## config.mk

```make
export PLATFORM = sky130hd
export DESIGN_NAME = idp_device_flat
export DESIGN_NICKNAME = d
export VERILOG_FILES = /design/src/idp_pkg.sv /design/src/idp_if.sv /design/src/idp_device.sv /design/src/flat_wrapper.sv
export VERILOG_INCLUDE_DIRS = /design/src /design/src/src
export SDC_FILE = /design/constraint.sdc
export NUM_CORES = 1
export LEC_CHECK = 0
export CELL_PAD_IN_SITES_DETAIL_PLACEMENT = 1
export CELL_PAD_IN_SITES_GLOBAL_PLACEMENT = 1
export CORE_ASPECT_RATIO = 1.75
export CORE_MARGIN = 8
export CORE_UTILIZATION = 54
export CTS_CLUSTER_DIAMETER = 120
export CTS_CLUSTER_SIZE = 16
export DETAILED_ROUTE_END_ITERATION = 8
export DONT_BUFFER_PORTS = 1
export GPL_ROUTABILITY_DRIVEN = 0
export PLACE_DENSITY_LB_ADDON = 0.1
export SKIP_CTS_REPAIR_TIMING = 1
export SLEW_MARGIN = 40
export SYNTH_ARGS = -nofsm -noshare
export SYNTH_HDL_FRONTEND = slang
export SYNTH_SLANG_ARGS = --single-unit
```

## constraint.sdc

```tcl
create_clock -name ref_clk -period 4 [get_ports ref_clk]
set_input_delay 0 -clock ref_clk [delete_from_list [all_inputs] [get_ports ref_clk]]
set_output_delay 0 -clock ref_clk [all_outputs]
set_load 0.05 [all_outputs]
```

## src/idp_regs.svh

```systemverilog
// constants of the identifier access port: identifier layout, jtag codes, link timing
// assumes nothing; definitions only, included by its bare name
`ifndef IDP_REGS_SVH
`define IDP_REGS_SVH

// identifier layout
`define IDP_ID_W 57
`define IDP_ID_TOP_W 2
`define IDP_ID_TOP 2'h2

// jtag instruction register; opcode values are arbitrary
`define IDP_IR_W 6
`define IDP_IR_CAPTURE 6'h01
`define IDP_INSTR_CFG_EN 6'h10
`define IDP_INSTR_ID_RD 6'h32
`define IDP_INSTR_CFG_DIS 6'h16
`define IDP_INSTR_BYPASS 6'h3F

// jtag clock made by the partner end
`define IDP_CLK_PERIOD_NS 50
`define IDP_TCK_PERIOD_NS 200
`define IDP_TCK_HALF (`IDP_TCK_PERIOD_NS / 2 / `IDP_CLK_PERIOD_NS)

// walk to the shift states from run-test/idle, one settling step included
`define IDP_PRE_IR 5
`define IDP_PRE_DR 4
`define IDP_POST 2

`endif

```

## src/idp_pkg.sv

```systemverilog
// types shared by both ends of the identifier access port
// assumes idp_regs.svh holds the numeric constants
package idp_pkg;

  typedef enum logic [15:0] {
    TAP_RESET  = 16'h0001,
    TAP_IDLE   = 16'h0002,
    TAP_SEL_DR = 16'h0004,
    TAP_CAP_DR = 16'h0008,
    TAP_SH_DR  = 16'h0010,
    TAP_EX1_DR = 16'h0020,
    TAP_PAU_DR = 16'h0040,
    TAP_EX2_DR = 16'h0080,
    TAP_UPD_DR = 16'h0100,
    TAP_SEL_IR = 16'h0200,
    TAP_CAP_IR = 16'h0400,
    TAP_SH_IR  = 16'h0800,
    TAP_EX1_IR = 16'h1000,
    TAP_PAU_IR = 16'h2000,
    TAP_EX2_IR = 16'h4000,
    TAP_UPD_IR = 16'h8000
  } idp_tap_t;

  typedef enum logic [4:0] {
    USR_IDLE  = 5'h01,
    USR_LOAD  = 5'h02,
    USR_SHIFT = 5'h04,
    USR_SCAN  = 5'h08,
    USR_PUSH  = 5'h10
  } idp_usr_t;

endpackage

```

## src/idp_if.sv

```systemverilog
// link between the identifier access port and its partner
// assumes one clock for both ends; tdo is pulled high when nobody drives it
`timescale 1ns/1ns
`default_nettype none
interface idp_if;
  logic load;
  logic shift;
  logic din;
  logic dout;
  logic tck;
  logic tms;
  logic tdi;
  logic tdo;
  logic tdo_oe;
  logic tdo_line;

  assign tdo_line = tdo_oe ? tdo : 1'b1;

  modport dev (
    input load,
    input shift,
    input din,
    output dout,
    input tck,
    input tms,
    input tdi,
    output tdo,
    output tdo_oe
  );

  modport usr (
    output load,
    output shift,
    output din,
    input dout,
    output tck,
    output tms,
    output tdi,
    input tdo_line
  );
endinterface
`default_nettype wire

```

## src/idp_device.sv

```systemverilog
// identifier access port: fixed identifier, fabric shift port and jtag readout
// assumes load/shift/din and the jtag pins are synchronous to ref_clk
`timescale 1ns/1ns
`default_nettype none
`include "idp_regs.svh"

// Summary of operation
// - permanent identifier exactly 57 bits wide
// - top bits one then zero; rest unique
// - load high at edge loads identifier parallel
// - after load, serial output shows bit 56
// - load and shift together: load wins
// - shift alone: move toward output, din into bit0
// - serial output always reflects register bit 56
// - neither load nor shift: contents held except on a jtag capture or shift
// - partner raises shift already in the load cycle
// - partner may loop output back, 57-bit period
// - enable instruction must precede identifier read
// - entering shift-dr drives bit 56 onto tdo
// - staying in shift-dr shifts remaining bits out
// - jtag readout includes fabric shifted-in values
// - partner issues disable instruction after readout
module idp_device #(
  parameter int ID_W = `IDP_ID_W,
  // per-device unique part; the default value is arbitrary
  parameter logic [`IDP_ID_W-`IDP_ID_TOP_W-1:0] ID_UNIQUE = 55'h2A_5C3B_71E0_94D6,
  parameter int IR_W = `IDP_IR_W
) (
  input wire logic ref_clk,
  input wire logic rstn,
  idp_if.dev port,
  output logic cfg_enabled,
  output logic jtag_id_active
);

  if (ID_W != `IDP_ID_W || IR_W != `IDP_IR_W) begin : g_bad_width
    $error("idp_device: identifier and instruction widths are fixed");
  end

  // identifier: fixed top pattern over the unique field
  localparam logic [ID_W-1:0] ID_VALUE = {`IDP_ID_TOP, ID_UNIQUE};

  idp_pkg::idp_tap_t tap_ff;
  idp_pkg::idp_tap_t tap_step;
  idp_pkg::idp_tap_t nxt_tap;

  logic tck_q_ff;
  logic [IR_W-1:0] ir_sr_ff;
  logic [IR_W-1:0] nxt_ir_sr;
  logic [IR_W-1:0] ir_ff;
  logic [IR_W-1:0] nxt_ir;
  logic cfg_en_ff;
  logic nxt_cfg_en;
  logic bypass_ff;
  logic nxt_bypass;
  logic [ID_W-1:0] sr_ff;
  logic [ID_W-1:0] nxt_sr;
  logic loaded_ff;
  logic tdo_ff;
  logic nxt_tdo;
  logic tdo_oe_ff;
  logic nxt_tdo_oe;

  // jtag clock edge seen in the ref_clk domain
  wire tck_rise = port.tck && !tck_q_ff;

  wire in_tlr = (tap_ff == idp_pkg::TAP_RESET);
  wire in_cap_dr = (tap_ff == idp_pkg::TAP_CAP_DR);
  wire in_sh_dr = (tap_ff == idp_pkg::TAP_SH_DR);
  wire in_cap_ir = (tap_ff == idp_pkg::TAP_CAP_IR);
  wire in_sh_ir = (tap_ff == idp_pkg::TAP_SH_IR);
  wire in_upd_ir = (tap_ff == idp_pkg::TAP_UPD_IR);

  // the read instruction only reaches the register once enabled
  wire id_sel = (ir_ff == `IDP_INSTR_ID_RD) && cfg_en_ff;

  // fabric port decode: load overrides shift
  wire fab_load = port.load;
  wire fab_shift = port.shift && !port.load;

  // jtag only moves the register when fabric leaves it alone; a fabric
  // access in the same cycle wins and the jtag bit is not shifted
  wire jtag_busy_free = !port.load && !port.shift;
  wire jtag_cap = tck_rise && in_cap_dr && id_sel && !loaded_ff && jtag_busy_free;
  wire jtag_shift = tck_rise && in_sh_dr && id_sel && jtag_busy_free;

  // tap state walk
  always_comb begin
    case (tap_ff)
      idp_pkg::TAP_RESET:  tap_step = port.tms ? idp_pkg::TAP_RESET  : idp_pkg::TAP_IDLE;
      idp_pkg::TAP_IDLE:   tap_step = port.tms ? idp_pkg::TAP_SEL_DR : idp_pkg::TAP_IDLE;
      idp_pkg::TAP_SEL_DR: tap_step = port.tms ? idp_pkg::TAP_SEL_IR : idp_pkg::TAP_CAP_DR;
      idp_pkg::TAP_CAP_DR: tap_step = port.tms ? idp_pkg::TAP_EX1_DR : idp_pkg::TAP_SH_DR;
      idp_pkg::TAP_SH_DR:  tap_step = port.tms ? idp_pkg::TAP_EX1_DR : idp_pkg::TAP_SH_DR;
      idp_pkg::TAP_EX1_DR: tap_step = port.tms ? idp_pkg::TAP_UPD_DR : idp_pkg::TAP_PAU_DR;
      idp_pkg::TAP_PAU_DR: tap_step = port.tms ? idp_pkg::TAP_EX2_DR : idp_pkg::TAP_PAU_DR;
      idp_pkg::TAP_EX2_DR: tap_step = port.tms ? idp_pkg::TAP_UPD_DR : idp_pkg::TAP_SH_DR;
      idp_pkg::TAP_UPD_DR: tap_step = port.tms ? idp_pkg::TAP_SEL_DR : idp_pkg::TAP_IDLE;
      idp_pkg::TAP_SEL_IR: tap_step = port.tms ? idp_pkg::TAP_RESET  : idp_pkg::TAP_CAP_IR;
      idp_pkg::TAP_CAP_IR: tap_step = port.tms ? idp_pkg::TAP_EX1_IR : idp_pkg::TAP_SH_IR;
      idp_pkg::TAP_SH_IR:  tap_step = port.tms ? idp_pkg::TAP_EX1_IR : idp_pkg::TAP_SH_IR;
      idp_pkg::TAP_EX1_IR: tap_step = port.tms ? idp_pkg::TAP_UPD_IR : idp_pkg::TAP_PAU_IR;
      idp_pkg::TAP_PAU_IR: tap_step = port.tms ? idp_pkg::TAP_EX2_IR : idp_pkg::TAP_PAU_IR;
      idp_pkg::TAP_EX2_IR: tap_step = port.tms ? idp_pkg::TAP_UPD_IR : idp_pkg::TAP_SH_IR;
      idp_pkg::TAP_UPD_IR: tap_step = port.tms ? idp_pkg::TAP_SEL_DR : idp_pkg::TAP_IDLE;
      default:             tap_step = idp_pkg::TAP_RESET;
    endcase
  end

  assign nxt_tap = tck_rise ? tap_step : tap_ff;

  // instruction register, capture pattern in the low bits
  always_comb begin
    nxt_ir_sr = ir_sr_ff;
    nxt_ir = ir_ff;
    nxt_cfg_en = cfg_en_ff;
    if (in_tlr) begin
      nxt_ir = `IDP_INSTR_BYPASS;
      nxt_cfg_en = 1'b0;
    end else if (tck_rise && in_cap_ir) begin
      nxt_ir_sr = `IDP_IR_CAPTURE;
    end else if (tck_rise && in_sh_ir) begin
      nxt_ir_sr = {port.tdi, ir_sr_ff[IR_W-1:1]};
    end else if (tck_rise && in_upd_ir) begin
      nxt_ir = ir_sr_ff;
      // enable and disable gate the identifier readout
      if (ir_sr_ff == `IDP_INSTR_CFG_EN) begin
        nxt_cfg_en = 1'b1;
      end else if (ir_sr_ff == `IDP_INSTR_CFG_DIS) begin
        nxt_cfg_en = 1'b0;
      end
    end
  end

  // bypass cell for every other instruction
  assign nxt_bypass = (tck_rise && in_cap_dr) ? 1'b0 :
                      (tck_rise && in_sh_dr) ? port.tdi : bypass_ff;

  // identifier shift register; fabric and jtag share it
  always_comb begin
    if (fab_load || jtag_cap) begin
      nxt_sr = ID_VALUE;
    end else if (fab_shift || jtag_shift) begin
      nxt_sr = {sr_ff[ID_W-2:0], port.din};
    end else begin
      nxt_sr = sr_ff;
    end
  end

  // tdo: register top bit during shift-dr once the read is selected
  always_comb begin
    nxt_tdo = 1'b0;
    nxt_tdo_oe = 1'b0;
    if (in_sh_ir) begin
      nxt_tdo = ir_sr_ff[0];
      nxt_tdo_oe = 1'b1;
    end else if (in_sh_dr) begin
      nxt_tdo = id_sel ? sr_ff[ID_W-1] : bypass_ff;
      nxt_tdo_oe = 1'b1;
    end
  end

  always_ff @(posedge ref_clk or negedge rstn) begin
    if (!rstn) begin
      tap_ff <= idp_pkg::TAP_RESET;
      tck_q_ff <= 1'b0;
      ir_sr_ff <= `IDP_IR_CAPTURE;
      ir_ff <= `IDP_INSTR_BYPASS;
      cfg_en_ff <= 1'b0;
      bypass_ff <= 1'b0;
      tdo_ff <= 1'b0;
      tdo_oe_ff <= 1'b0;
    end else begin
      tap_ff <= nxt_tap;
      tck_q_ff <= port.tck;
      ir_sr_ff <= nxt_ir_sr;
      ir_ff <= nxt_ir;
      cfg_en_ff <= nxt_cfg_en;
      bypass_ff <= nxt_bypass;
      tdo_ff <= nxt_tdo;
      tdo_oe_ff <= nxt_tdo_oe;
    end
  end

  // loaded_ff remembers a load so a jtag capture never wipes fabric
  // data shifted in after it
  always_ff @(posedge ref_clk or negedge rstn) begin
    if (!rstn) begin
      sr_ff <= '0;
      loaded_ff <= 1'b0;
    end else begin
      sr_ff <= nxt_sr;
      loaded_ff <= loaded_ff || fab_load || jtag_cap;
    end
  end

  // serial output is the register's top bit, a flop
  assign port.dout = sr_ff[ID_W-1];
  assign port.tdo = tdo_ff;
  assign port.tdo_oe = tdo_oe_ff;
  assign cfg_enabled = cfg_en_ff;
  assign jtag_id_active = id_sel && in_sh_dr;

endmodule
`default_nettype wire

```

## src/flat_wrapper.sv

```systemverilog
// flat-port wrapper written by rule: the top's interface ports become plain ports
module idp_device_flat 
#(
  parameter int ID_W = `IDP_ID_W,
                                                           
  parameter logic [`IDP_ID_W-`IDP_ID_TOP_W-1:0] ID_UNIQUE = 55'h2A_5C3B_71E0_94D6,
  parameter int IR_W = `IDP_IR_W
)
  (ref_clk, rstn, cfg_enabled, jtag_id_active, port_load, port_shift, port_din, port_dout, port_tck, port_tms, port_tdi, port_tdo, port_tdo_oe);
  idp_if port_i ();
  input wire logic ref_clk;
  input wire logic rstn;
  output logic cfg_enabled;
  output logic jtag_id_active;
  input wire logic [$bits(port_i.load)-1:0] port_load;
  input wire logic [$bits(port_i.shift)-1:0] port_shift;
  input wire logic [$bits(port_i.din)-1:0] port_din;
  output wire logic [$bits(port_i.dout)-1:0] port_dout;
  input wire logic [$bits(port_i.tck)-1:0] port_tck;
  input wire logic [$bits(port_i.tms)-1:0] port_tms;
  input wire logic [$bits(port_i.tdi)-1:0] port_tdi;
  output wire logic [$bits(port_i.tdo)-1:0] port_tdo;
  output wire logic [$bits(port_i.tdo_oe)-1:0] port_tdo_oe;
  assign port_i.load = port_load;
  assign port_i.shift = port_shift;
  assign port_i.din = port_din;
  assign port_dout = port_i.dout;
  assign port_i.tck = port_tck;
  assign port_i.tms = port_tms;
  assign port_i.tdi = port_tdi;
  assign port_tdo = port_i.tdo;
  assign port_tdo_oe = port_i.tdo_oe;
  idp_device #(.ID_W(ID_W), .ID_UNIQUE(ID_UNIQUE), .IR_W(IR_W)) u_core (.ref_clk(ref_clk), .rstn(rstn), .port(port_i), .cfg_enabled(cfg_enabled), .jtag_id_active(jtag_id_active));
endmodule
```

After elaboration in Yosys (flattened, before gate mapping)
Cells that the tools add are included.
{"block": "totals", "regBits": 91, "inputBits": 8, "output_inout_bits": 5, "word_cells": 100}
{"block": "op_classes", "eq_ne": 21, "n_mux": 34, "bitwise_logic": 1, "reduce_logical": 34}
{"operator": "$pmux 16 s12", "n": 1}
{"operator": "$mux 57", "n": 2}
{"operator": "$mux 6", "n": 7}
{"operator": "$mux 16", "n": 2}
{"operator": "$mux 9", "n": 2}
{"operator": "$eq 16x1->1 const B", "n": 1}
{"operator": "$eq 16x10->1 const B", "n": 1}
{"operator": "$eq 16x11->1 const B", "n": 1}
{"operator": "$eq 16x12->1 const B", "n": 1}
{"operator": "$eq 16x13->1 const B", "n": 1}
{"operator": "$eq 16x14->1 const B", "n": 1}
{"operator": "$eq 16x15->1 const B", "n": 1}
{"operator": "$eq 16x16->1 const B", "n": 1}
{"operator": "$eq 16x2->1 const B", "n": 1}
{"operator": "$eq 16x3->1 const B", "n": 1}
{"operator": "$eq 16x4->1 const B", "n": 1}
{"operator": "$eq 16x5->1 const B", "n": 1}
{"operator": "$eq 16x6->1 const B", "n": 1}
{"operator": "$eq 16x7->1 const B", "n": 1}
{"operator": "$eq 16x8->1 const B", "n": 1}
{"operator": "$eq 16x9->1 const B", "n": 1}
{"operator": "$logic_and 1x1->1", "n": 15}
{"operator": "$mux 15", "n": 1}
{"operator": "$mux 1", "n": 13}
{"operator": "19 further kinds", "n": 31}

Depth between registers and ports, before layout
Gate-level depths: netlist of run 1.
{"block": "depth", "word_depth": 8, "mapped_depth": 10, "ltp_nobuf": 5}

Least setup slack after synthesis of run 1
No wires, ideal clock.
{"block": "synth_path", "path_kind": "reg-to-reg", "startpoint": "register u_core.tap_ff[13]", "endpoint": "register u_core.sr_ff[14]", "setup_time_ps": 121, "t_arrival_ps": 2499, "path_slack_ps": 1380, "path_stages_with_launch": 11, "n_path_buf": 5, "synth_period_minus_slack_ps": 2620, "cell_sequence": "dfrtp_1 buf_6 or4_1 buf_2 or4_4 buf_6 o31a_1 o21a_1 buf_6 buf_6 a22o_1"}
{"block": "synth_between", "elab_chain_len": 7, "elab_cells_between_ends": 13, "cone_classes": "eq/ne: 2; mux: 1; reduce/logical: 10"}
{"element": "start, declared", "line": "idp_device.sv:43", "text": "idp_pkg::idp_tap_t tap_ff;"}
{"element": "start signal, assigned", "line": "idp_device.sv:165", "text": "tap_ff <= idp_pkg::TAP_RESET;"}
{"element": "start signal, assigned", "line": "idp_device.sv:174", "text": "tap_ff <= nxt_tap;"}
{"element": "$eq 16x4->1", "line": "idp_device.sv:68", "text": "wire in_cap_dr = (tap_ff == idp_pkg::TAP_CAP_DR);"}
{"element": "$logic_and 1x1->1 (4 in series)", "line": "idp_device.sv:84", "text": "wire jtag_cap = tck_rise && in_cap_dr && id_sel && !loaded_ff && jtag_busy_free;"}
{"element": "$logic_or 1x1->1", "line": "idp_device.sv:141", "text": "if (fab_load || jtag_cap) begin"}
{"element": "$mux 57 or $reduce_bool 2->1 (tied branches)"}
{"element": "end signal, assigned", "line": "idp_device.sv:192", "text": "sr_ff <= nxt_sr;"}
{"element": "end, declared", "line": "idp_device.sv:56", "text": "logic [ID_W-1:0] sr_ff;"}
Several ways; a longest one is shown, not always the timed one.
A chain may end at the register's enable or synchronous reset.

Worst setup path in the final report of run 1
{"block": "layout_path", "startpoint": "register u_core.tap_ff[11]", "endpoint": "register u_core.sr_ff[4]"}
Same word-level chain as after synthesis.

==> results of run 1 <==
==> cell families after synthesis <==
kind of cell	share of synthesized area, %
xor+xnor	1.284
flops	55.87
compound gates	23.01
simple gates	13.63
buf+inv	4.248
mux	1.956
==> power groups by stage <==
stage	logic (mW)	clock network, mW	registers (mW)
2_1_floorplan	0.233	0	1.02
3_3_place_gp	0.278	0	1.05
3_5_place_dp	0.284	0	1.06
4_1_cts	0.289	0.944	1.04
5_1_grt	0.359	0.987	1.05
6_report	0.324	0.935	1.05
==> critical path, cell delays in order, from the launching register on <==
cell                       delay [ps]
sky130_fd_sc_hd__dfrtp_1          510
sky130_fd_sc_hd__or4_1            690
sky130_fd_sc_hd__or4_4            650
sky130_fd_sc_hd__o21ai_0          170
sky130_fd_sc_hd__buf_4            210
sky130_fd_sc_hd__nand2b_1         470
sky130_fd_sc_hd__o22a_1           370
==> path summary, 6_finish.rpt <==
path	end	slack, ps
worst max-delay path	u_core.sr_ff[4]$_DFFE_PN0P_	800
worst min-delay path	u_core.tap_ff[4]$_DFFE_PN0N_	3
worst max register to register	u_core.sr_ff[4]$_DFFE_PN0P_	800
worst min register to register	u_core.sr_ff[56]$_DFFE_PN0P_	500
max in group asynchronous	u_core.ir_ff[2]$_DFFE_PN1P_	3370
min in group asynchronous	u_core.sr_ff[0]$_DFFE_PN0P_	270
==> metrics by stage <==
step                      hold WS (ps)  power, mW  instances  setup slack, ps  util (%)
after global routing             22.77      2.399        465            643.1     61.12
after floorplan                 -295.6      1.256        377             1380         -
after detailed placement        -292.3      1.343        441            829.7     55.03
after global placement          -293.2      1.332        441            939.6     54.81
final                            3.267      2.306        465            797.5     61.12
after CTS                       -646.1      2.276        457            834.4     59.52
==> sequential cells by signal, indices dropped and copies added, names as in the netlist <==
signal and count:
u_core.sr_ff 57, u_core.port.tdo 1, u_core.tap_ff 16, u_core.bypass_ff 1, u_core.ir_ff 6, u_core.ir_sr_ff 6
u_core.port.tdo_oe 1, u_core.loaded_ff 1, u_core.tck_q_ff 1, u_core.cfg_enabled 1
==> synthesized netlist by cell type, types with 5 or more instances <==
master                     count
sky130_fd_sc_hd__a21oi_1      21
sky130_fd_sc_hd__a22o_1       31
sky130_fd_sc_hd__buf_2         7
sky130_fd_sc_hd__clkbuf_1     17
sky130_fd_sc_hd__dfrtp_1      83
sky130_fd_sc_hd__dfstp_2       8
sky130_fd_sc_hd__inv_1         8
sky130_fd_sc_hd__mux2i_1       8
sky130_fd_sc_hd__nand2_1      34
sky130_fd_sc_hd__nand2b_1      5
sky130_fd_sc_hd__nor2_1       24
sky130_fd_sc_hd__nor4_1        8
sky130_fd_sc_hd__o21ai_0      24
sky130_fd_sc_hd__o21bai_1      8
sky130_fd_sc_hd__o22a_1       20
sky130_fd_sc_hd__or4_1         6
==> layout make-up <==
type,count,area (um^2)
clock buffer,11,252.7
sequential,91,2287
timing repair buffer,12,127.6
inverter,8,30.03
clock inverter,5,82.58
multi-input combinational,250,1670
fill,777,2902
tap,88,110.1
==> per-layer routing <==
| layer | track usage (%) | vias to the layer above | share of wire, % |
|---|---|---|---|
| met5 | 0 | - | 0 |
| met4 | 9.136 | 0 | 3.1 |
| met3 | 5.055 | 27 | 3.6 |
| met2 | 37.05 | 69 | 56 |
| met1 | 22.34 | 1593 | 37 |
| li1 | - | 1389 | - |
==> results.md, run 1 <==
STA:
- The share of the clock period used by the worst path is 80.06%.
- The summed negative setup slack over all endpoints is 0 ps.
- The clock skew after layout is 8.355 ps.
- The final count of negative-setup-slack endpoints is 0.
- The smallest clock period supported by the final layout is computed as 3202 ps.
- The worst pin sits at a relative slew slack of 44.49%.
- The final hold violation count is 0.
- Setup repair after global routing left no endpoint under its margin.
- For the pin with the worst max-slew slack, the measured transition is 832.6 ps.
- The max-slew violation count came to 0.
- Based on the critical path, the design can be clocked at up to 0.3123 GHz.

Finish:
- The library cells used most frequently in the layout, excluding fill and tap cells, are sky130_fd_sc_hd__dfrtp_1 (83), sky130_fd_sc_hd__nand2_1 (34), sky130_fd_sc_hd__a22o_1 (31).
- Relative to the synthesized area, the layout overhead comes to 11.40%.
- The post-route netlist has 11.14% of its cells at a drive strength greater than 1.
- Leaving out fill and tap cells, the most frequent cell in the layout is sky130_fd_sc_hd__dfrtp_1.
- After the last flow step, the layout net total stands at 380.
- The number of antenna cells inserted is 0.
- After routing the design area is 0.004561 mm^2.

Power:
- The share of power burned in the clock network is 40.5%.
- The net switching power of the design is 0.6322 mW.
- The power per cell area is 505.6 mW/mm^2.
- Net switching is approximately 27% of the power.
- Summed over all cells, the static leakage comes to 1.901 nW.
- The part of the total power dissipated in combinational logic is 14.0%.
- Internal power comes to between 1.5 and 2 mW.
- VDD sags by at most 0.0002722 V.
- The proportion of power drawn by flip-flops and latches is 45.4%.

Floorplanning:
- After floorplanning, the core was sized to cover 0.007462 mm^2.
- The floorplan die width is 81.82 um.
- The number of placed I/O pins is 13.
- The area of the die is ~0.011 mm^2.
- The height of the die is roughly 130 um.
- The initial utilization of the core area, before any placement, comes to 54.86%.
- The number of standard-cell rows in the floorplan is 42.

Hold path:
- The worst hold path cell count is 3.
- The min-delay analysis places its worst path in the category in2reg.
- The launch instance of the worst min-delay path is port_tms.

Placement:
- The number of input and output port buffers inserted is 0.
- The post-place instance area is 0.004106 mm^2.
- The half-perimeter wire length after placement is 7.350 mm.

Worst setup path:
- The endpoint class of the critical path is a flop.
- Data on the critical path arrives at its endpoint at 3410 ps.
- The worst setup path is launched from a flop.
- The cell depth of the worst flop-to-flop path is 6.
- The required time at the endpoint of the critical path is 4210 ps.
- The start-to-end type of the worst setup path is reg2reg.
- The maximum net fanout on the critical path is 20.
- In this run the worst setup path begins at u_core.tap_ff[11]$_DFFE_PN0N_.
- The reg-to-reg critical path startpoint is u_core.tap_ff[11]$_DFFE_PN0N_.

Clock tree:
- The number of buffers created by CTS is 9.
- The clock-pin slew on the worst setup and hold paths is 60 ps.
- The clock network latency to the later pin of the worst-skew pair is 340 ps.
- TritonCTS built the clock tree.
- For this design, the sink count on the clock tree is slightly above 90.
- The cell sitting at the root of the clock tree is a sky130_fd_sc_hd__clkbuf_16.
- The H-tree level count is 3.
- In this run the deepest clock path goes through 2 buffers.

Synth:
- Of all flip-flops after synthesis, the portion carrying an async set or reset was 100.0%.
- The synthesized design contains 0 enable-type register cells.
- The sequential share of the synthesized area is around 56%.
- The number of nets in the synthesized netlist is 385.
- The count of different cell masters after synthesis is 52.
- After synthesis the netlist holds a flip-flop and latch count of 91.
- The synthesized design devotes to its leading area cell type 50.73% of total area.
- The synthesized netlist occupies a cell area of 0.004094 mm^2.
- The Yosys step of the flow raised 0 warnings.
- The number of cells produced by synthesis is 377.
- The leading register cell type out of synthesis is sky130_fd_sc_hd__dfrtp_1.
- Ranked by total cell area, the synthesized netlist is headed by sky130_fd_sc_hd__dfrtp_1 (51%), sky130_fd_sc_hd__a22o_1 (6.6%), sky130_fd_sc_hd__dfstp_2 (5.1%), sky130_fd_sc_hd__o22a_1 (4.3%), sky130_fd_sc_hd__nand2_1 (3.1%).
- A synthesized cell averages 10.86 um^2.
- The cell type with the largest total area after synthesis is sky130_fd_sc_hd__dfrtp_1.

Drt:
- The pre-antenna-repair detailed-routing pass consisted of 4 iterations.
- For this block, the via count after detailed routing is 3,078.
- The detail-routed net length per standard cell is 23.74 um.
- The total wirelength of the detailed-routed design is 11.04 mm.
- The count of nets left with antenna violations after detail routing is 0.
- The number of vias per cell is around 6.6.
- In this run, the number of DRC markers left after iteration 0 of detailed routing was 144.
- The total DRC errors in the routed layout is 0.

Global routing:
- For this run the aggregate overflow at the end of global routing stands at 0.
- The number of antenna violations at the first check in global routing is 0.
- The via count of the first global-routing pass was about 3,300.
- The largest net degree at the start of global routing is 92.
- The wire length of the first global-routing pass is about 17 mm.
- The global routing usage summed across all routing layers is between 20% and 30%.

Status:
- The run finished with clean final reports.

Flow run:
- Across the run, the number of max-cap violations was 0.
(Power assumes the default switching activity.)
==> run 2, diff against run 1 <==
- CORE_UTILIZATION: 54 -> 51
- clock period: 4 -> 3.3 ns (I/O delays scaled with it)
==> run 2 against run 1 <==
Net effect: core utilization is 2.0 points lower; register-to-register slack worse by 470 ps; setup slack lost 470 ps; via count is 1.9% higher; routed wire length decreased by 3.9%; cell count rose by 2.8%; clock power grew 27%.
==> results.md, run 2 (synthesis results as in run 1) <==
Finish:
- The proportion of layout cells with a drive suffix above 1 is 12.37% (+1.2 points).
- The most common cell after layout, fill and taps aside is sky130_fd_sc_hd__dfrtp_1.
- The final instance area came to 0.004643 mm^2 (+1.8%).
- The filler cell count in the final layout is 834 (+7.3%).
- The number of flip-flops in the largest register was 57 (unchanged).
- The share of the core filled with cells is 59.11% (-2.0 points).
- The library cells used most frequently in the layout, excluding fill and tap cells, are sky130_fd_sc_hd__dfrtp_1 (83), sky130_fd_sc_hd__nand2_1 (34), sky130_fd_sc_hd__a22o_1 (31).
- Relative to the synthesized area, the layout overhead comes to 13.42%.
- The number of antenna cells inserted is 0 (unchanged).
- The number of nets at the end of the flow is 391 (+2.9%).
- Counting flops per register, the top entry is u_core.sr_ff.
- The largest registers in the layout are u_core.sr_ff: 57 flops, u_core.tap_ff: 16 flops.

Status:
- The flow ran to the end, and the final reports show no timing, DRC or antenna violations.

Drt:
- The number of vias per cell is 6.563 (-0.85%).
- The total iterations of the first detailed-routing run is 4 (unchanged).
- The detail-routed net length per standard cell is 22.19 um (-6.5%).
- The total DRC errors in the routed layout is 0 (unchanged).
- The count of nets left with antenna violations after detail routing came to 0 (unchanged).
- The total vias in the final route is 3,137 (+1.9%).
- The total wirelength of the detailed-routed design is 10.61 mm (-3.9%).
- The violation count after the first detailed-route iteration is 174 (+21%).

Floorplanning:
- The height of the die is 134.5 um (+2.5%).
- The floorplan die width is 83.73 um (+2.3%).
- The core area is 0.007855 mm^2 (+5.3%).
- The area of the die was 0.01126 mm^2 (+4.9%).
- The number of placed I/O pins is 13 (unchanged).
- The number of standard-cell rows in the floorplan is 43 (+2.4%).
- The initial cell density of the core came to 52.12% (-2.7 points).

STA:
- The summed negative setup slack over all endpoints is 0 ps (unchanged).
- The share of the clock period used by the worst path was 89.99% (+9.9 points).
- The slew of the pin with the lowest slew margin came to 807.0 ps (-25.60 ps).
- The final hold slack was 8.255 ps (+4.988 ps).
- The final count of negative-setup-slack endpoints was 0 (unchanged).
- The fmax came to 0.3368 GHz (+7.8%).
- The final hold violation count is 0 (unchanged).
- The clock skew after layout is 4.687 ps (-3.669 ps).
- The max-slew violation count came to 0 (unchanged).
- Setup repair after global routing left no endpoint under its margin.
- The worst slew margin relative to its limit is 46.02% (+1.5 points).
- The post-route minimum period was 2970 ps (-232.9 ps).

Worst setup path:
- The worst setup path is captured at a flop.
- The maximum net fanout on the critical path was 9 (-55%).
- The worst path arrival time is 3250 ps (-160 ps).
- The reg-to-reg critical path startpoint is u_core.tap_ff[13]$_DFFE_PN0N_.
- The cell depth of the worst flop-to-flop path is 6 (unchanged).
- Tracing the worst setup path back leads to its startpoint at u_core.tap_ff[13]$_DFFE_PN0N_.
- In this run the critical register-to-register path is captured at u_core.sr_ff[28]$_DFFE_PN0P_.
- The start-to-end type of the worst setup path is reg2reg.
- The setup slack of the most critical reg-to-reg path was 330 ps (-470 ps).
- The required time at the endpoint of the critical path is 3580 ps (-630 ps).
- STA classifies the critical path startpoint as a flop.

Global routing:
- The wire length of the first global-routing pass is 17.49 mm (+1.1%).
- The largest net degree at the start of global routing was 92 (unchanged).
- The global routing usage summed across all routing layers is 19.39% (-1.6 points).
- The number of antenna violations at the first check in global routing is 0 (unchanged).
- The sum of overflow across all layers after global routing is 0 (unchanged).
- The via count of the first global-routing pass is 3,411 (+3.2%).

Clock tree:
- The H-tree level count is 3 (unchanged).
- The largest buffer count on any clock path is 2 (unchanged).
- The clock network latency to the later pin of the worst-skew pair was 340 ps (about the same).
- The number of buffers created by CTS is 9 (unchanged).
- The number of clock sinks is 91 (unchanged).
- The root buffer cell chosen for the clock tree is sky130_fd_sc_hd__clkbuf_16.
- The CTS tree is built.
- The clock-pin slew on the worst setup and hold paths is 60 ps (about the same).

Placement:
- The number of input and output port buffers inserted is 0 (unchanged).
- The post-place instance area is 0.004195 mm^2 (+2.2%).
- The half-perimeter wire length after placement was 7.318 mm (-0.43%).

Power:
- The total power is 2.870 mW (+24%).
- The power per cell area is 618.1 mW/mm^2 (+22%).
- The leakage power summed over all cells is 1.956 nW (+2.9%).
- The highest ir drop seen on vdd is 0.0004226 V (+55%).

Hold path:
- The worst hold path cell count is 3 (unchanged).
- The terminating pin of the worst hold path is u_core.tap_ff[3]$_DFFE_PN0N_.
- The launch instance of the worst min-delay path is port_tms.
- The tightest min-delay check is of the in2reg type.

Flow run:
- The number of max-capacitance violations reported came to 0 (unchanged).
-- run 2: through the flow --
stage,cells,setup slack [ps]
5_1_grt,478,217.4
3_5_place_dp,454,392.1
2_1_floorplan,377,680.4
6_report,478,330.5
4_1_cts,470,374.3
3_3_place_gp,454,391.1
-- run 2: metal layers --
layer  share of wire [%]  routed length [um]  global-route usage (%)
met5                   0                   0                       0
met4                 2.9                 308                   9.653
met3                 3.1                 330                   4.162
met2                  57                6005                   35.63
met1                  37                3966                   20.05
-- run 2: report_power, final --
group / switching (mW) / total, mW / internal [mW]
logic: 0.270 / 0.426 / 0.156
registers: 0.0709 / 1.26 / 1.19
clock network: 0.423 / 1.19 / 0.762
-- run 2: cell type report --
cell class	instances	area [um^2]	share of cell area, %
Timing Repair Buffer	23	222.7	4.797
Inverter	8	30.03	0.6467
Clock inverter	6	111.4	2.398
Clock buffer	10	239.0	5.147
Sequential cell	91	2287	49.26
Multi-Input combinational cell	250	1640	35.33
Tap cell	90	112.6	2.425
-- run 2: worst max path at each step --
stage / endpoint / slack (ps)
after CTS: u_core.sr_ff[35]$_DFFE_PN0P_ / 370
after detailed placement: u_core.sr_ff[2]$_DFFE_PN0P_ / 390
after global placement: u_core.sr_ff[33]$_DFFE_PN0P_ / 390
after floorplan: u_core.sr_ff[14]$_DFFE_PN0P_ / 680
after global routing: u_core.sr_ff[35]$_DFFE_PN0P_ / 220
final: u_core.sr_ff[28]$_DFFE_PN0P_ / 330
-- run 2: critical path: stages (launching register included) --
cell	delay (ps)
sky130_fd_sc_hd__dfrtp_1	480
sky130_fd_sc_hd__or4_1	700
sky130_fd_sc_hd__or4_4	620
sky130_fd_sc_hd__o31a_1	150
sky130_fd_sc_hd__o21ai_1	540
sky130_fd_sc_hd__buf_4	290
sky130_fd_sc_hd__o22a_1	140
==> run 3, diff against run 2 <==
- CORE_MARGIN: 8 -> 1
==> run 3 against run 2 <==
Net effect: the run now ends with hold timing left; register-to-register slack better by 50 ps; clock-buffer cell count up 1; cell count decreased by 0.63%; cell area decreased by 1.4%; critical path type unchanged; critical endpoint is now u_core.sr_ff[25]$_DFFE_PN0P_; largest cell class unchanged.
==> results.md, run 3 (synthesis results as in run 1) <==
STA:
- The fmax is 0.3425 GHz (+1.7%).
- The summed negative setup slack over all endpoints is 0 ps (unchanged).
- The max-slew violation count came to 0 (unchanged).
- The share of the clock period used by the worst path is 88.49% (-1.5 points).
- The clock skew after layout is 6.230 ps (+1.543 ps).
- The worst slew margin relative to its limit is 45.20% (-0.82 points).
- Setup repair after global routing left no endpoint under its margin.
- The final hold violation count is 1 (+1).
- The post-route minimum period is 2920 ps (-49.51 ps).
- The final count of negative-setup-slack endpoints came to 0 (unchanged).
- The slew of the pin with the lowest slew margin is 822.0 ps (+15.00 ps).
- The final hold slack is -23.66 ps (-31.91 ps).

Global routing:
- The most utilized layer in the global route result is met2.
- The global routing usage on met3 is 4.833% (+0.67 points).
- The largest net degree at the start of global routing is 92 (unchanged).
- The sum of overflow across all layers after global routing is 0 (unchanged).
- The global routing usage summed across all routing layers was 27.22% (+7.8 points).
- The wire length of the first global-routing pass is 17.44 mm (-0.27%).
- The routing usage on met1 came to 30.21% (+10 points).
- The number of antenna violations at the first check in global routing is 0 (unchanged).
- The met2 layer usage reported by global route came to 50.97% (+15 points).
- The via count of the first global-routing pass came to 3,338 (-2.1%).

Worst setup path:
- The total stage count of the critical path is 5 (-1).
- The worst path arrival time is 3150 ps (-100 ps).
- STA classifies the critical path startpoint as a flop.
- The required time at the endpoint of the critical path is 3530 ps (-50 ps).
- For this design, the slowest cell found on the critical path is sky130_fd_sc_hd__or4_4.
- The signal on the critical path passes through or4_1 > or4_4 > o31a_1 > o21a_1 > a22o_1.
- The critical path buffer and inverter count was 0 (-1).
- The start-to-end type of the worst setup path is reg2reg.
- The cell depth of the worst flop-to-flop path is 5 (-1).
- The endpoint class of the critical path is a flop.
- The kind of cell adding the most delay to the critical path is simple AND/OR/NAND/NOR gates.
- The maximum net fanout on the critical path was 19 (+10).
- The peak per-stage delay on the critical path came to 650 ps (-50 ps).

Finish:
- The number of flip-flops in the largest register is 57 (unchanged).
- The library cells used most frequently in the layout, excluding fill and tap cells, are sky130_fd_sc_hd__dfrtp_1 (83), sky130_fd_sc_hd__nand2_1 (34), sky130_fd_sc_hd__a22o_1 (31).
- The largest register by flop count is u_core.sr_ff.
- In the final layout, the registers with the most flip-flops are u_core.sr_ff: 57 flops, u_core.tap_ff: 16 flops.
- The final cell count without fillers is 475 (-0.63%).
- The total area of multi-input combinational cells was 0.001650 mm^2 (+0.61%).
- The register area was 0.002287 mm^2 (unchanged).
- The signed area change from the synthesized netlist to the final layout is 11.86%.
- The filler cell count in the final layout was 812 (-2.6%).
- The proportion of layout cells with a drive suffix above 1 is 12.40% (+0.032 points).
- The number of nets at the end of the flow is 391 (unchanged).
- The number of antenna cells inserted was 0 (unchanged).
- The library cell used most frequently in the layout, excluding fill and tap cells, is sky130_fd_sc_hd__dfrtp_1.

Clock tree:
- The number of clock sinks was 91 (unchanged).
- The largest buffer count on any clock path is 2 (unchanged).
- The clock network latency to the later pin of the worst-skew pair is 340 ps (about the same).
- The clock-pin slew on the worst setup and hold paths is 60 ps (about the same).
- The number of buffers created by CTS came to 9 (unchanged).
- The CTS tree is built.
- The clock root buffer is sky130_fd_sc_hd__clkbuf_16.
- The H-tree level count came to 3 (unchanged).

Drt:
- The violation count after the first detailed-route iteration is 190 (+9.2%).
- The total wirelength of the detailed-routed design is 10.60 mm (-0.12%).
- The total DRC errors in the routed layout is 0 (unchanged).
- The number of vias per cell is 6.503 (-0.91%).
- The count of nets left with antenna violations after detail routing is 0 (unchanged).
- The total iterations of the first detailed-routing run is 4 (unchanged).
- The total vias in the final route is 3,089 (-1.5%).
- The detail-routed net length per standard cell is 22.31 um (+0.51%).

Floorplanning:
- The initial cell density of the core came to 53.36% (+1.2 points).
- The area of the die was 0.008403 mm^2 (-25%).
- The core area is 0.007672 mm^2 (-2.3%).
- The number of placed I/O pins was 13 (unchanged).
- The height of the die came to 120.5 um (-10%).
- The number of standard-cell rows in the floorplan came to 42 (-2.3%).
- The floorplan die width is 69.73 um (-17%).

Hold path:
- The worst hold path cell count is 4 (+1).
- The type of the worst min-delay path is in2reg.

Status:
- The flow ran to the end, but the final reports show violations.
- The final reports fail on hold timing.

Power:
- The power per cell area is 591.0 mW/mm^2 (-4.4%).
- The leakage power summed over all cells was 1.930 nW (-1.4%).
- The highest ir drop seen on vdd is 0.0003110 V (-26%).
- The total power is 2.706 mW (-5.7%).

Placement:
- The total instance count after detailed placement is 452 (-0.44%).
- The number of input and output port buffers inserted is 0 (unchanged).
- The half-perimeter wire length after placement is 7.050 mm (-3.7%).

Flow run:
- The number of max-capacitance violations reported came to 0 (unchanged).
[run 3: cell type report]
cell class	instances	area share [%]
repair buffers	23	4.590
inverters	8	0.6557
clock buffers	11	5.301
multi-input cells	250	36.04
well taps	88	2.404
flip-flops and latches	91	49.95
clock inverters	4	1.066
[run 3: worst paths after layout]
| path | slack [ps] | from | end |
|---|---|---|---|
| min in group asynchronous | 240 | rstn | u_core.sr_ff[1]$_DFFE_PN0P_ |
| max reg2reg | 380 | u_core.tap_ff[10]$_DFFE_PN0N_ | u_core.sr_ff[25]$_DFFE_PN0P_ |
| min | -20 | port_tms | u_core.tap_ff[13]$_DFFE_PN0N_ |
| min reg2reg | 490 | u_core.sr_ff[47]$_DFFE_PN0P_ | u_core.sr_ff[48]$_DFFE_PN0P_ |
| max in group asynchronous | 2680 | rstn | u_core.ir_ff[2]$_DFFE_PN1P_ |
| max | 380 | u_core.tap_ff[10]$_DFFE_PN0N_ | u_core.sr_ff[25]$_DFFE_PN0P_ |
[run 3: stage by stage]
stage	cell area, um^2	worst slack, ps	hold WS, ps	utilization (%)
final	4579	380.0	-23.66	59.69
after detailed placement	4180	425.7	-293.8	54.48
after floorplan	4094	680.4	-295.6	-
after global placement	4173	426.4	-293.7	54.39
after global routing	4579	275.8	4.188	59.69
after CTS	4472	397.3	-661.8	58.28
[run 3: metal layers]
layer | vias up | wire [um] | share of wire, %
met5 | - | 0 | 0
met4 | 0 | 263 | 2.5
met3 | 18 | 229 | 2.2
met2 | 45 | 5914 | 56
met1 | 1611 | 4188 | 40
li1 | 1415 | - | -
[run 3: report_power, final]
group	total, mW	switching [mW]	leakage [nW]	internal [mW]
registers	1.26	0.0736	1.10	1.19
logic	0.424	0.267	0.685	0.156
clock network	1.02	0.418	0.146	0.604
total	2.71	0.759	1.93	1.95
[run 3: worst reg2reg max path, delay by kind of cell, from the launching register on]
| family | cells | cell delay [ps] |
|---|---|---|
| and+or+nand+nor | 2 | 1290 |
| DFF | 1 | 520 |
| AOI/OAI and AO/OA | 3 | 1000 |
